<file path="src/bwp_pkg.sv">
// Package of constants for the boot page write-protect block
// Operation
// - Lower page bits change only while the lower unlock bit (15) reads one.
// - Lower unlock bit clears on software write, never sets; only reset sets.
// - Upper page bits change only while the upper unlock bit (7) reads one.
// - Upper unlock bit clears on software write, never sets; only reset sets.
// - Bit 8 protects lower page 0, ending at 0x1FC03FFF; one means protected.
// - Bits 9 to 12 protect lower pages 1 to 4, last ending 0x1FC13FFF.
// - Protect register writes count only right after the unlock key sequence.
// - Page bit changes need both the key sequence and its group unlock bit.
// - Bit 6 is reserved, reads one after reset, ignores writes.
// - Bits 31-16, 14-13 and 5 read zero and ignore writes.
`default_nettype none
package bwp_pkg;
   // ------------------------------------------------------------
   // Register map
   // ------------------------------------------------------------
   localparam int          ADDR_W           = 8;
   localparam logic [7:0]  OFS_PROTECT      = 8'h00;
   localparam logic [7:0]  OFS_KEY          = 8'h04;
   localparam logic [7:0]  OFS_FLASH_ADDR   = 8'h08;
   localparam logic [7:0]  OFS_FLASH_CMD    = 8'h0C;
   localparam logic [7:0]  OFS_FLASH_STAT   = 8'h10;
   // ------------------------------------------------------------
   // Protect register fields
   // ------------------------------------------------------------
   localparam int          LOWER_UNLOCK_BIT = 15;
   localparam int          LOWER_PAGE_LSB   = 8;
   localparam int          UPPER_UNLOCK_BIT = 7;
   localparam int          TOOL_BIT         = 6;
   localparam int          UPPER_PAGE_LSB   = 0;
   localparam int          PAGE_COUNT       = 5;
   localparam int          PAGE_SHIFT       = 14;
   localparam logic        UNLOCK_RESET     = 1'b1;
   localparam logic        TOOL_RESET       = 1'b1;
   localparam logic [4:0]  PAGE_RESET       = 5'h1F;
   localparam logic [31:0] LOWER_BASE       = 32'h1FC0_0000;
   localparam logic [31:0] UPPER_BASE       = 32'h1FC2_0000;
   // ------------------------------------------------------------
   // Unlock keys, arbitrary values
   // ------------------------------------------------------------
   localparam logic [31:0] KEY_FIRST        = 32'h0000_A5A5;
   localparam logic [31:0] KEY_SECOND       = 32'h0000_5A5A;
   // ------------------------------------------------------------
   // Flash command and status fields
   // ------------------------------------------------------------
   localparam int          CMD_GO_BIT       = 0;
   localparam int          CMD_ERASE_BIT    = 1;
   localparam int          STAT_BUSY_BIT    = 0;
   localparam int          STAT_REFUSED_BIT = 1;
   localparam int          STAT_DONE_BIT    = 2;
   // ------------------------------------------------------------
   // Bus responses and states
   // ------------------------------------------------------------
   localparam logic [1:0]  RESP_OKAY        = 2'b00;
   localparam logic [1:0]  RESP_DECERR      = 2'b11;
   typedef enum logic {
      BWP_FL_IDLE = 1'b0,
      BWP_FL_REQ  = 1'b1
   } bwp_flash_state_e;
endpackage : bwp_pkg
`default_nettype wire

</file>
<file path="src/bwp_key_seq.sv">
// Unlock key sequence tracker
`default_nettype none
`timescale 1ns/10ps
module bwp_key_seq (
   // Clock and reset
   input  wire logic        aclk,
   input  wire logic        aresetn,
   // Committed writes
   input  wire logic        key_wr,
   input  wire logic [31:0] key_data,
   input  wire logic        other_wr,
   // Result
   output var  logic        unlocked
);
   import bwp_pkg::*;

   logic first_q;
   logic unlocked_q;

   // ------------------------------------------------------------
   // Two keys back to back arm one register write
   // ------------------------------------------------------------
   always_ff @(posedge aclk) begin
      if (!aresetn) begin
         first_q    <= 1'b0;
         unlocked_q <= 1'b0;
      end else if (key_wr) begin
         first_q    <= (key_data == KEY_FIRST);
         unlocked_q <= first_q && (key_data == KEY_SECOND);
      end else if (other_wr) begin
         first_q    <= 1'b0;
         unlocked_q <= 1'b0;
      end
   end

   assign unlocked = unlocked_q;
endmodule : bwp_key_seq
`default_nettype wire

</file>
<file path="src/bwp_page_check.sv">
// Page protect lookup for one boot alias region
`default_nettype none
`timescale 1ns/10ps
module bwp_page_check #(
   parameter logic [31:0] BASE = 32'h0000_0000
) (
   // Address and protect bits
   input  wire logic [31:0] addr,
   input  wire logic [4:0]  protect,
   // Result
   output var  logic        hit
);
   import bwp_pkg::*;

   logic [31:0] offset;

   // ------------------------------------------------------------
   // One bit per 16 KB page
   // ------------------------------------------------------------
   always_comb begin
      offset = addr - BASE;
      hit    = 1'b0;
      if ((addr >= BASE) && (offset[31:PAGE_SHIFT] < 18'(PAGE_COUNT))) begin
         hit = protect[offset[PAGE_SHIFT+2:PAGE_SHIFT]];
      end
   end
endmodule : bwp_page_check
`default_nettype wire

</file>
<file path="src/bwp_top.sv">
// Boot page write-protect register with AXI4-Lite slave and flash guard
`default_nettype none
`timescale 1ns/10ps
module bwp_top (
   // Clock and reset
   input  wire logic                      aclk,
   input  wire logic                      aresetn,
   // Write address channel
   input  wire logic [bwp_pkg::ADDR_W-1:0] s_axi_awaddr,
   input  wire logic [2:0]                s_axi_awprot,
   input  wire logic                      s_axi_awvalid,
   output var  logic                      s_axi_awready,
   // Write data channel
   input  wire logic [31:0]               s_axi_wdata,
   input  wire logic [3:0]                s_axi_wstrb,
   input  wire logic                      s_axi_wvalid,
   output var  logic                      s_axi_wready,
   // Write response channel
   output var  logic [1:0]                s_axi_bresp,
   output var  logic                      s_axi_bvalid,
   input  wire logic                      s_axi_bready,
   // Read address channel
   input  wire logic [bwp_pkg::ADDR_W-1:0] s_axi_araddr,
   input  wire logic [2:0]                s_axi_arprot,
   input  wire logic                      s_axi_arvalid,
   output var  logic                      s_axi_arready,
   // Read data channel
   output var  logic [31:0]               s_axi_rdata,
   output var  logic [1:0]                s_axi_rresp,
   output var  logic                      s_axi_rvalid,
   input  wire logic                      s_axi_rready,
   // Flash controller request
   output var  logic                      flash_req,
   output var  logic                      flash_erase,
   output var  logic [31:0]               flash_addr,
   input  wire logic                      flash_ack,
   // Protect state
   output var  logic [4:0]                lower_page_protect,
   output var  logic [4:0]                upper_page_protect
);
   import bwp_pkg::*;

   // ------------------------------------------------------------
   // Declarations
   // ------------------------------------------------------------
   logic                 awready_q;
   logic                 wready_q;
   logic                 bvalid_q;
   logic [1:0]           bresp_q;
   logic                 arready_q;
   logic                 rvalid_q;
   logic [1:0]           rresp_q;
   logic [31:0]          rdata_q;
   logic                 aw_have_q;
   logic                 w_have_q;
   logic [ADDR_W-1:0]    awaddr_q;
   logic [31:0]          wdata_q;
   logic [3:0]           wstrb_q;
   logic                 commit;
   logic                 aw_mapped;
   logic                 wr_protect;
   logic                 wr_key;
   logic                 wr_faddr;
   logic                 wr_cmd;
   logic                 key_unlocked;
   logic                 lower_unlock_q;
   logic                 upper_unlock_q;
   logic [4:0]           lower_page_q;
   logic [4:0]           upper_page_q;
   logic                 lower_unlock_d;
   logic                 upper_unlock_d;
   logic [4:0]           lower_page_d;
   logic [4:0]           upper_page_d;
   logic [31:0]          protect_view;
   logic [31:0]          faddr_q;
   logic [31:0]          flash_addr_q;
   logic                 flash_req_q;
   logic                 flash_erase_q;
   logic                 refused_q;
   logic                 done_q;
   bwp_flash_state_e     fl_state_q;
   logic                 cmd_go;
   logic                 target_hit;
   logic                 lower_hit;
   logic                 upper_hit;
   logic [31:0]          rd_word;
   logic [1:0]           rd_resp;

   // ------------------------------------------------------------
   // Write address and data capture
   // ------------------------------------------------------------
   assign commit = aw_have_q && w_have_q && !bvalid_q;

   always_ff @(posedge aclk) begin
      if (!aresetn) begin
         awready_q <= 1'b0;
         aw_have_q <= 1'b0;
         awaddr_q  <= '0;
      end else if (s_axi_awvalid && awready_q) begin
         awready_q <= 1'b0;
         aw_have_q <= 1'b1;
         awaddr_q  <= s_axi_awaddr;
      end else if (commit) begin
         aw_have_q <= 1'b0;
      end else if (!aw_have_q && !bvalid_q) begin
         awready_q <= 1'b1;
      end
   end

   always_ff @(posedge aclk) begin
      if (!aresetn) begin
         wready_q <= 1'b0;
         w_have_q <= 1'b0;
         wdata_q  <= '0;
         wstrb_q  <= '0;
      end else if (s_axi_wvalid && wready_q) begin
         wready_q <= 1'b0;
         w_have_q <= 1'b1;
         wdata_q  <= s_axi_wdata;
         wstrb_q  <= s_axi_wstrb;
      end else if (commit) begin
         w_have_q <= 1'b0;
      end else if (!w_have_q && !bvalid_q) begin
         wready_q <= 1'b1;
      end
   end

   // ------------------------------------------------------------
   // Write response
   // ------------------------------------------------------------
   always_ff @(posedge aclk) begin
      if (!aresetn) begin
         bvalid_q <= 1'b0;
         bresp_q  <= RESP_OKAY;
      end else if (commit) begin
         bvalid_q <= 1'b1;
         bresp_q  <= aw_mapped ? RESP_OKAY : RESP_DECERR;
      end else if (s_axi_bready && bvalid_q) begin
         bvalid_q <= 1'b0;
      end
   end

   // ------------------------------------------------------------
   // Write decode
   // ------------------------------------------------------------
   always_comb begin
      wr_protect = 1'b0;
      wr_key     = 1'b0;
      wr_faddr   = 1'b0;
      wr_cmd     = 1'b0;
      aw_mapped  = 1'b1;
      case (awaddr_q)
         OFS_PROTECT:    wr_protect = commit;
         OFS_KEY:        wr_key     = commit;
         OFS_FLASH_ADDR: wr_faddr   = commit;
         OFS_FLASH_CMD:  wr_cmd     = commit;
         OFS_FLASH_STAT: aw_mapped  = 1'b1;
         default:        aw_mapped  = 1'b0;
      endcase
   end

   // ------------------------------------------------------------
   // Unlock key sequence
   // ------------------------------------------------------------
   bwp_key_seq u_key (
      .aclk     (aclk),
      .aresetn  (aresetn),
      .key_wr   (wr_key && (wstrb_q == 4'hF)),
      .key_data (wdata_q),
      .other_wr (commit && !(wr_key && (wstrb_q == 4'hF))),
      .unlocked (key_unlocked)
   );

   // ------------------------------------------------------------
   // Protect register next values
   // ------------------------------------------------------------
   always_comb begin
      lower_unlock_d = lower_unlock_q;
      upper_unlock_d = upper_unlock_q;
      lower_page_d   = lower_page_q;
      upper_page_d   = upper_page_q;
      if (wr_protect && key_unlocked) begin
         if (wstrb_q[1]) begin
            lower_unlock_d = lower_unlock_q && wdata_q[LOWER_UNLOCK_BIT];
            if (lower_unlock_q) begin
               lower_page_d = wdata_q[LOWER_PAGE_LSB +: PAGE_COUNT];
            end
         end
         if (wstrb_q[0]) begin
            upper_unlock_d = upper_unlock_q && wdata_q[UPPER_UNLOCK_BIT];
            if (upper_unlock_q) begin
               upper_page_d = wdata_q[UPPER_PAGE_LSB +: PAGE_COUNT];
            end
         end
      end
   end

   // ------------------------------------------------------------
   // Protect register state
   // ------------------------------------------------------------
   always_ff @(posedge aclk) begin
      if (!aresetn) begin
         lower_unlock_q <= UNLOCK_RESET;
         upper_unlock_q <= UNLOCK_RESET;
         lower_page_q   <= PAGE_RESET;
         upper_page_q   <= PAGE_RESET;
      end else begin
         lower_unlock_q <= lower_unlock_d;
         upper_unlock_q <= upper_unlock_d;
         lower_page_q   <= lower_page_d;
         upper_page_q   <= upper_page_d;
      end
   end

   always_comb begin
      protect_view                                 = '0;
      protect_view[LOWER_UNLOCK_BIT]               = lower_unlock_q;
      protect_view[LOWER_PAGE_LSB +: PAGE_COUNT]   = lower_page_q;
      protect_view[UPPER_UNLOCK_BIT]               = upper_unlock_q;
      protect_view[TOOL_BIT]                       = TOOL_RESET;
      protect_view[UPPER_PAGE_LSB +: PAGE_COUNT]   = upper_page_q;
   end

   // ------------------------------------------------------------
   // Flash target address register
   // ------------------------------------------------------------
   always_ff @(posedge aclk) begin
      if (!aresetn) begin
         faddr_q <= '0;
      end else if (wr_faddr) begin
         if (wstrb_q[0]) faddr_q[7:0]   <= wdata_q[7:0];
         if (wstrb_q[1]) faddr_q[15:8]  <= wdata_q[15:8];
         if (wstrb_q[2]) faddr_q[23:16] <= wdata_q[23:16];
         if (wstrb_q[3]) faddr_q[31:24] <= wdata_q[31:24];
      end
   end

   // ------------------------------------------------------------
   // Page lookup
   // ------------------------------------------------------------
   bwp_page_check #(
      .BASE (LOWER_BASE)
   ) u_lower_check (
      .addr    (faddr_q),
      .protect (lower_page_q),
      .hit     (lower_hit)
   );

   bwp_page_check #(
      .BASE (UPPER_BASE)
   ) u_upper_check (
      .addr    (faddr_q),
      .protect (upper_page_q),
      .hit     (upper_hit)
   );

   assign target_hit = lower_hit || upper_hit;
   assign cmd_go     = wr_cmd && wstrb_q[0] && wdata_q[CMD_GO_BIT];

   // ------------------------------------------------------------
   // Flash operation sequencer
   // ------------------------------------------------------------
   always_ff @(posedge aclk) begin
      if (!aresetn) begin
         fl_state_q    <= BWP_FL_IDLE;
         flash_req_q   <= 1'b0;
         flash_erase_q <= 1'b0;
         flash_addr_q  <= '0;
         refused_q     <= 1'b0;
         done_q        <= 1'b0;
      end else begin
         case (fl_state_q)
            BWP_FL_IDLE: begin
               if (cmd_go) begin
                  done_q <= 1'b0;
                  if (target_hit) begin
                     refused_q <= 1'b1;
                  end else begin
                     refused_q     <= 1'b0;
                     fl_state_q    <= BWP_FL_REQ;
                     flash_req_q   <= 1'b1;
                     flash_erase_q <= wdata_q[CMD_ERASE_BIT];
                     flash_addr_q  <= faddr_q;
                  end
               end
            end
            BWP_FL_REQ: begin
               if (flash_ack) begin
                  fl_state_q  <= BWP_FL_IDLE;
                  flash_req_q <= 1'b0;
                  done_q      <= 1'b1;
               end
            end
            default: begin
               fl_state_q  <= BWP_FL_IDLE;
               flash_req_q <= 1'b0;
            end
         endcase
      end
   end

   // ------------------------------------------------------------
   // Read decode
   // ------------------------------------------------------------
   always_comb begin
      rd_word = '0;
      rd_resp = RESP_OKAY;
      case (s_axi_araddr)
         OFS_PROTECT:    rd_word = protect_view;
         OFS_KEY:        rd_word = '0;
         OFS_FLASH_ADDR: rd_word = faddr_q;
         OFS_FLASH_CMD:  rd_word = '0;
         OFS_FLASH_STAT: begin
            rd_word[STAT_BUSY_BIT]    = (fl_state_q == BWP_FL_REQ);
            rd_word[STAT_REFUSED_BIT] = refused_q;
            rd_word[STAT_DONE_BIT]    = done_q;
         end
         default:        rd_resp = RESP_DECERR;
      endcase
   end

   // ------------------------------------------------------------
   // Read channel
   // ------------------------------------------------------------
   always_ff @(posedge aclk) begin
      if (!aresetn) begin
         arready_q <= 1'b0;
         rvalid_q  <= 1'b0;
         rdata_q   <= '0;
         rresp_q   <= RESP_OKAY;
      end else if (s_axi_arvalid && arready_q) begin
         arready_q <= 1'b0;
         rvalid_q  <= 1'b1;
         rdata_q   <= rd_word;
         rresp_q   <= rd_resp;
      end else if (rvalid_q && s_axi_rready) begin
         rvalid_q <= 1'b0;
      end else if (!rvalid_q) begin
         arready_q <= 1'b1;
      end
   end

   // ------------------------------------------------------------
   // Outputs
   // ------------------------------------------------------------
   assign s_axi_awready      = awready_q;
   assign s_axi_wready       = wready_q;
   assign s_axi_bvalid       = bvalid_q;
   assign s_axi_bresp        = bresp_q;
   assign s_axi_arready      = arready_q;
   assign s_axi_rvalid       = rvalid_q;
   assign s_axi_rdata        = rdata_q;
   assign s_axi_rresp        = rresp_q;
   assign flash_req          = flash_req_q;
   assign flash_erase        = flash_erase_q;
   assign flash_addr         = flash_addr_q;
   assign lower_page_protect = lower_page_q;
   assign upper_page_protect = upper_page_q;
endmodule : bwp_top
`default_nettype wire

</file>
<file path="config.mk">
export PLATFORM = sky130hd
export DESIGN_NAME = bwp_top
export DESIGN_NICKNAME = d
export VERILOG_FILES = /design/src/bwp_pkg.sv /design/src/bwp_key_seq.sv /design/src/bwp_page_check.sv /design/src/bwp_top.sv
export SDC_FILE = /design/constraint.sdc
export NUM_CORES = 1
export LEC_CHECK = 0
export CORE_MARGIN = 4
export CORE_UTILIZATION = 45
export CTS_CLUSTER_SIZE = 14
export DETAILED_ROUTE_END_ITERATION = 10
export DONT_BUFFER_PORTS = 1
export PLACE_DENSITY_LB_ADDON = 0.08
export SETUP_SLACK_MARGIN = 0.4
export SLEW_MARGIN = 20
export SYNTH_ARGS = -nofsm -noshare
export SYNTH_HDL_FRONTEND = slang
export SYNTH_HIERARCHICAL = 1
export SYNTH_SLANG_ARGS = --single-unit
</file>
<file path="constraint.sdc">
create_clock -name aclk -period 4.4 [get_ports aclk]
set_clock_uncertainty 0.05 [all_clocks]
set_input_delay 0.44 -clock aclk [delete_from_list [all_inputs] [get_ports aclk]]
set_output_delay 0.44 -clock aclk [all_outputs]
set_load 0.03 [all_outputs]
</file>
=== After elaboration in Yosys (flattened, before gate mapping) ===
Index checks and enable logic that the tools add are counted.

* Bits in registers: 170
* Input port bits: 66
* Output and inout bits: 85
* Word-level logic and storage cells: 145

* Add/subtract/negate cells: 2
* $lt $le $gt $ge: 6
* Eq/ne operators: 14
* Muxes and demuxes: 37
* Bitwise operators: 6
* Reductions and logical operators: 51

{| class="wikitable"
|+ Operators by type and width
! operator !! number
|-
| 32-bit by 29-bit >= comparator with 1-bit output (second input constant) || 2
|-
| 32-bit by 29-bit subtractor with 32-bit output (second input constant) || 2
|-
| 29-bit case mux with 2 select lines || 1
|-
| 18-bit by 3-bit less-than comparator with 1-bit output (second input constant) || 2
|-
| 32-bit by 15-bit equality test with 1-bit output (second input constant) || 1
|-
| 32-bit by 16-bit equality test with 1-bit output (second input constant) || 1
|-
| 8-bit by 4-bit equality test with 1-bit output (second input constant) || 4
|-
| 1-bit two-way mux || 28
|-
| 2-bit AND reduction || 11
|-
| 1-bit logical AND || 19
|-
| 8-bit by 3-bit equality test with 1-bit output (second input constant) || 2
|-
| 8-bit by 5-bit equality test with 1-bit output (second input constant) || 2
|-
| 8-bit logical NOT || 2
|-
| 3-bit AND reduction || 4
|-
| 2-bit nonzero test || 5
|-
| 5-bit OR reduction || 2
|-
| 3-bit case mux with 3 select lines || 1
|-
| 3-bit by 4-bit less-than comparator with 1-bit output (second input constant) || 2
|-
| 1-bit binary-select mux with 3-bit select || 2
|-
| 2-bit inequality test (second input constant) || 3
|-
| 1-bit inverter || 6
|-
| 1-bit case mux with 2 select lines || 3
|-
| 2-bit OR reduction || 3
|-
| 4-bit equality test (second input constant) || 1
|-
| 3 further kinds || 7
|}

=== Depth between registers and ports, before layout ===
* Depth in word-level cells: 8
* Depth in mapped cells: 13
* Depth with buffers taken out: 11

=== Modules after synthesis ===
The synthesis kept the hierarchy.

{| class="wikitable"
|+ Modules (own cells, without submodules)
! module !! times used !! cells an instance !! area an instance (um2) !! sequential area each (um2)
|-
| bwp_top || 1 || 727 || 6369.9 || 3323.2
|-
| bwp_page_check (u_upper_check) || 1 || 44 || 332.8 || 0.0
|-
| bwp_key_seq || 1 || 27 || 229.0 || 40.0
|-
| bwp_page_check (u_lower_check) || 1 || 12 || 96.3 || 0.0
|}

=== Worst setup path before layout ===
Ideal clock, no wire load.

* Path type: register to register
* Start: register faddr_q[17]
* End: register flash_addr_q[19], in the netlist flash_addr[19]
* Library setup time: 0.129 ns
* Arrival: 2.583 ns
* Data required time: 4.221 ns
* Slack: 1.638 ns
* Stages on the path, launching flop included: 14
* Path buffers: 2
* Period minus slack after synthesis: 2.762 ns
* Cells stage by stage: dfxtp_1 inv_1 ha_1 or4b_4 a21oi_1 nor2_1 o32ai_2 nor4_2 nor4b_1 nand4_1 clkbuf_1 clkbuf_1 nand3_1 o21ai_0

* Cells in the longest elaborated chain, start to end: 7
* Elaborated cells between the ends (all ways): 13
* Classes of those cells: add/sub (2); order compare (4); mux (2); bitwise (1); reduce/logical (4)

{| class="wikitable"
|+ Ends and longest elaborated chain
! element !! RTL line !! text
|-
| from (decl) || bwp_top.sv:75 || <nowiki>logic [31:0] faddr_q;</nowiki>
|-
| from (signal assigned) || bwp_top.sv:233 || <nowiki>if (wstrb_q[2]) faddr_q[23:16] <= wdata_q[23:16];</nowiki>
|-
| 32-bit by 29-bit subtractor with 32-bit output || bwp_page_check.sv:21 || <nowiki>offset = addr - BASE;</nowiki>
|-
| 18-bit by 3-bit less-than comparator with 1-bit output || bwp_page_check.sv:23 || <nowiki>if ((addr >= BASE) && (offset[31:PAGE_SHIFT] < 18'(PAGE_COUNT))) begin</nowiki>
|-
| 1-bit logical AND (*) || bwp_page_check.sv:23 ||
|-
| 1-bit two-way mux (*) || bwp_page_check.sv:23 ||
|-
| named net upper_hit || bwp_top.sv:85 || <nowiki>logic upper_hit;</nowiki>
|-
| 1-bit logical OR (*) || bwp_top.sv:257 || <nowiki>assign target_hit = lower_hit || upper_hit;</nowiki>
|-
| 1-bit inverter (no line) (*) || n/a ||
|-
| 3-bit AND reduction (no line) (*) || n/a ||
|-
| to (signal assigned) || bwp_top.sv:283 || <nowiki>flash_addr_q <= faddr_q;</nowiki>
|-
| to (decl) || bwp_top.sv:76 || <nowiki>logic [31:0] flash_addr_q;</nowiki>
|}

The timed path passes the listed nets; every way through them passes the cells marked *.
A chain may end at the register's enable or synchronous reset.

=== Worst setup path in the final report ===
* Start: register bvalid_q, in the netlist s_axi_bvalid
* End: register u_key.first_q

* Cells in the longest elaborated chain, start to end: 7
* Elaborated cells between the ends (all ways): 8
* Classes of those cells: mux (2); reduce/logical (6)

{| class="wikitable"
|+ Ends and longest elaborated chain
! element !! RTL line !! text
|-
| from (decl) || bwp_top.sv:48 || <nowiki>logic bvalid_q;</nowiki>
|-
| from (signal assigned) || bwp_top.sv:133 || <nowiki>bvalid_q <= 1'b0;</nowiki>
|-
| from (signal assigned) || bwp_top.sv:136 || <nowiki>bvalid_q <= 1'b1;</nowiki>
|-
| from (signal assigned) || bwp_top.sv:139 || <nowiki>bvalid_q <= 1'b0;</nowiki>
|-
| 1-bit logical NOT (*) || bwp_top.sv:92 || <nowiki>assign commit = aw_have_q && w_have_q && !bvalid_q;</nowiki>
|-
| 1-bit logical AND (*) || bwp_top.sv:92 ||
|-
| 1-bit two-way mux || bwp_top.sv:152 || <nowiki>case (awaddr_q)</nowiki>
|-
| 1-bit logical AND || bwp_top.sv:168, bwp_top.sv:170 ||
|-
| 1-bit logical NOT || bwp_top.sv:170 || <nowiki>.other_wr (commit && !(wr_key && (wstrb_q == 4'hF))),</nowiki>
|-
| 1-bit logical AND || bwp_top.sv:170 ||
|-
| 2-bit nonzero test (no line) || n/a ||
|-
| to (signal assigned) || bwp_key_seq.sv:28 || <nowiki>first_q <= (key_data == KEY_FIRST);</nowiki>
|-
| to (decl) || bwp_key_seq.sv:17 || <nowiki>logic first_q;</nowiki>
|}

Mark *: on every way between the ends. The rest lies on a longest branch, timed or not.

==> qor.csv <==
metric;value;unit
outcome;complete, no violations;
synth-async-reset-ratio;0;
drcViolationCount;0;
vias;5404;
cts_tree;yes;
min_period;3440;ps
grt_start_max_net_pins;182;
final_common_cell;nand2_1;
cp_max_fo;8;
final_nets;842;
drt_iter0_drc;313;
ctsResizeCount;0;
wl_per_cell;17.7;microns
cts.htree.levels;4;
worst_pin_slew;725;ps
gp_congestion;0.816;
start_util;0.461;
power_density;420;nW/um^2
grt_pass1_wl;27700;microns
numPortBuffers;0;
cts_hold_buf;0;
cts_max_path_buffers;2;
grt_use_met2;0.278;
area_growth;9.22;%
drt-pass1-iter-count;5;
peakVddDrop;284;uV
cts_made_buffers;17;
n_fill_cell;1463;
synth_warnings;6;
antenna_left;0;
cts_num_sinks;168;
grt_most_used_layer;met1;
diodes;0;
max-slew-margin-rel;0.512;
netlist_area;7030;sq um
slowest_delay;750;ps
grtUsageTotal;0.196;
core_region_area;15300;sq um
whs;88.6;ps
synth_cells;810;
holdPathEnd;upper_unlock_q$_SDFFE_PN1P_;
period_share;0.781;
cp_data_arrival_time;3750;ps
synth_edf_count;0;
die-height;133;microns
critPathLaunch;s_axi_bvalid$_SDFFE_PN0P_;
power;3.22;mW
ys_types;55;
cts_root_buffer;clkbuf_16;
worstPathRequired;4720;ps
regToRegStartpoint;s_axi_bvalid$_SDFFE_PN0P_;
synth_seq_area_share;0.479;
fin_ws;964;ps
rsz0062_at_grt;false;
die_w;133;microns
syn_avg_cell_area;8.68;sq um
critPathCaptureType;register;
setup_tns;0;ps
overflow;0;
hold_depth;1;
r2r-end;u_key/first_q$_SDFFE_PN0P_;
num_io_pins;151;
hp-class;primary input to register;
layout_common_cells;nand2_1 (202), dfxtp_1 (168), o21ai_0 (77), nand3_1 (59), a21boi_0 (50);
clkTransAtPathRegs;60;ps
cap_viol_max_count;0;
cp_slowest_cell;nor4_1;
grt_pass1_vias;5088;
startpoint_type;register;
fmax;291;MHz
hold_start;aresetn;
path_class;register to register;
rrSetupSlack;960;ps
hold_viol;0;
dp_hpwl;12400;microns
grt_util_met3;0.0624;
routed_via_density;5.43;
antenna_found_initial;0;
ys.flop_type;dfxtp_1;
ys_seq_elements;168;
finalSetupViolations;0;
cp_cell_sequence;nor4b_1, nand2_1, nor4_1, or4b_4, nor4_4, a21o_1;
postCtsSetupBuffers;0;
use_met1;0.281;
clk-insertion-delay-late;420;ps
totalWireLength;17600;microns
place_ws;945;ps
p_leak;2.52;nW
num_rows;45;
synth_fp_nets;877;
r2r_cells;6;
slew_violations;0;
drive_gt1_frac;0.0752;
die_area;17700;sq um
[critical path, delay by kind of cell (launching register included)]
| family | cells | cell delay, ps |
|---|---|---|
| compound gates | 1 | 150 |
| flops | 1 | 450 |
| simple gates | 5 | 2710 |
[area by class of cell]
| type | count | area, sq um | area share |
|---|---|---|---|
| repair buffers | 3 | 22.5 | 0.00293 |
| well taps | 211 | 264 | 0.0344 |
| flip-flops and latches | 168 | 3360 | 0.438 |
| clock buffers | 20 | 447 | 0.0582 |
| inverters | 9 | 33.8 | 0.00440 |
| clock inverters | 9 | 151 | 0.0197 |
| multi-input cells | 576 | 3390 | 0.442 |
[worst max-delay path by stage]
stage                                             end  slack [ps]
after floorplan           flash_addr[19]$_SDFFE_PN0P_        1640
after global placement    u_key/unlocked$_SDFFE_PN0P_        1020
after detailed placement   u_key/first_q$_SDFFE_PN0P_         950
after CTS                  u_key/first_q$_SDFFE_PN0P_         910
after global routing       u_key/first_q$_SDFFE_PN0P_         660
final                      u_key/first_q$_SDFFE_PN0P_         960
[routing by layer]
layer | vias to the layer above | share of wire
met5 | - | 0
met4 | 0 | 0.014
met3 | 17 | 0.074
met2 | 169 | 0.42
met1 | 2500 | 0.49
li1 | 2718 | -
[power breakdown]
group          internal [mW]  leakage [nW]  switching (mW)
registers               1.55          1.36          0.0472
logic                 0.0439         0.868          0.0533
clock network          0.953         0.292           0.577
total                   2.54          2.52           0.678
[cells by family (layout without fill, tap and decap cells)]
group	after synthesis	after routing	synth area share
compound gates	165	165	0.153
simple gates	363	363	0.259
fa+ha+maj	1	1	0.00178
xor+xnor	6	6	0.00748
flops	168	168	0.479
buf+inv	66	41	0.0409
mux	41	41	0.0584
[registers in the layout, indices dropped and copies added, names as in the netlist, 4 cells and up]
name,flops
flash_addr,32
upper_page_protect,5
awaddr_q,8
wdata_q,32
lower_page_protect,5
s_axi_rdata,32
faddr_q,32
wstrb_q,4
[cell usage after synthesis (2+ instances only)]
| library cell | n | area share |
|---|---|---|
| nand2_1 | 203 | 0.11 |
| dfxtp_1 | 168 | 0.48 |
| o21ai_0 | 77 | 0.055 |
| nand3_1 | 59 | 0.042 |
| a21boi_0 | 50 | 0.053 |
| clkbuf_1 | 45 | 0.024 |
| mux2i_1 | 41 | 0.058 |
| nor2b_1 | 25 | 0.022 |
| o21ai_2 | 10 | 0.012 |
| inv_1 | 9 | 0.0048 |
| nor2_1 | 9 | 0.0048 |
| nor3_1 | 9 | 0.0064 |
| nor4bb_1 | 9 | 0.013 |
| xnor2_1 | 6 | 0.0075 |
| a21oi_1 | 5 | 0.0036 |
| buf_1 | 5 | 0.0027 |
| nand2b_1 | 5 | 0.0045 |
| nand4_1 | 5 | 0.0045 |
| nor4_1 | 5 | 0.0045 |
| nor4b_1 | 5 | 0.0062 |
| buf_4 | 4 | 0.0043 |
| a22o_1 | 3 | 0.0037 |
| a31oi_1 | 3 | 0.0027 |
| nand3b_1 | 3 | 0.0032 |
| nor3b_1 | 3 | 0.0032 |
| nor4_4 | 3 | 0.0091 |
| a21o_1 | 2 | 0.0021 |
| a2bb2oi_1 | 2 | 0.0025 |
| and2_1 | 2 | 0.0018 |
| and3_1 | 2 | 0.0018 |
| and4_1 | 2 | 0.0025 |
| and4b_1 | 2 | 0.0028 |
| nor4_2 | 2 | 0.0036 |
| o21a_1 | 2 | 0.0021 |
| o31ai_1 | 2 | 0.0021 |
| or3_4 | 2 | 0.0032 |
| or4_1 | 2 | 0.0021 |
| or4b_4 | 2 | 0.0039 |
[stage by stage]
step | instance area, sq um | std cells | utilization
finish | 7680 | 996 | 0.503
global route | 7680 | 996 | 0.503
CTS | 7670 | 996 | 0.503
detailed placement | 7070 | 967 | 0.464
global placement | 7070 | 967 | 0.464
floorplan | 7030 | 810 | -
Note: power is estimated with default switching activity, not from simulation.
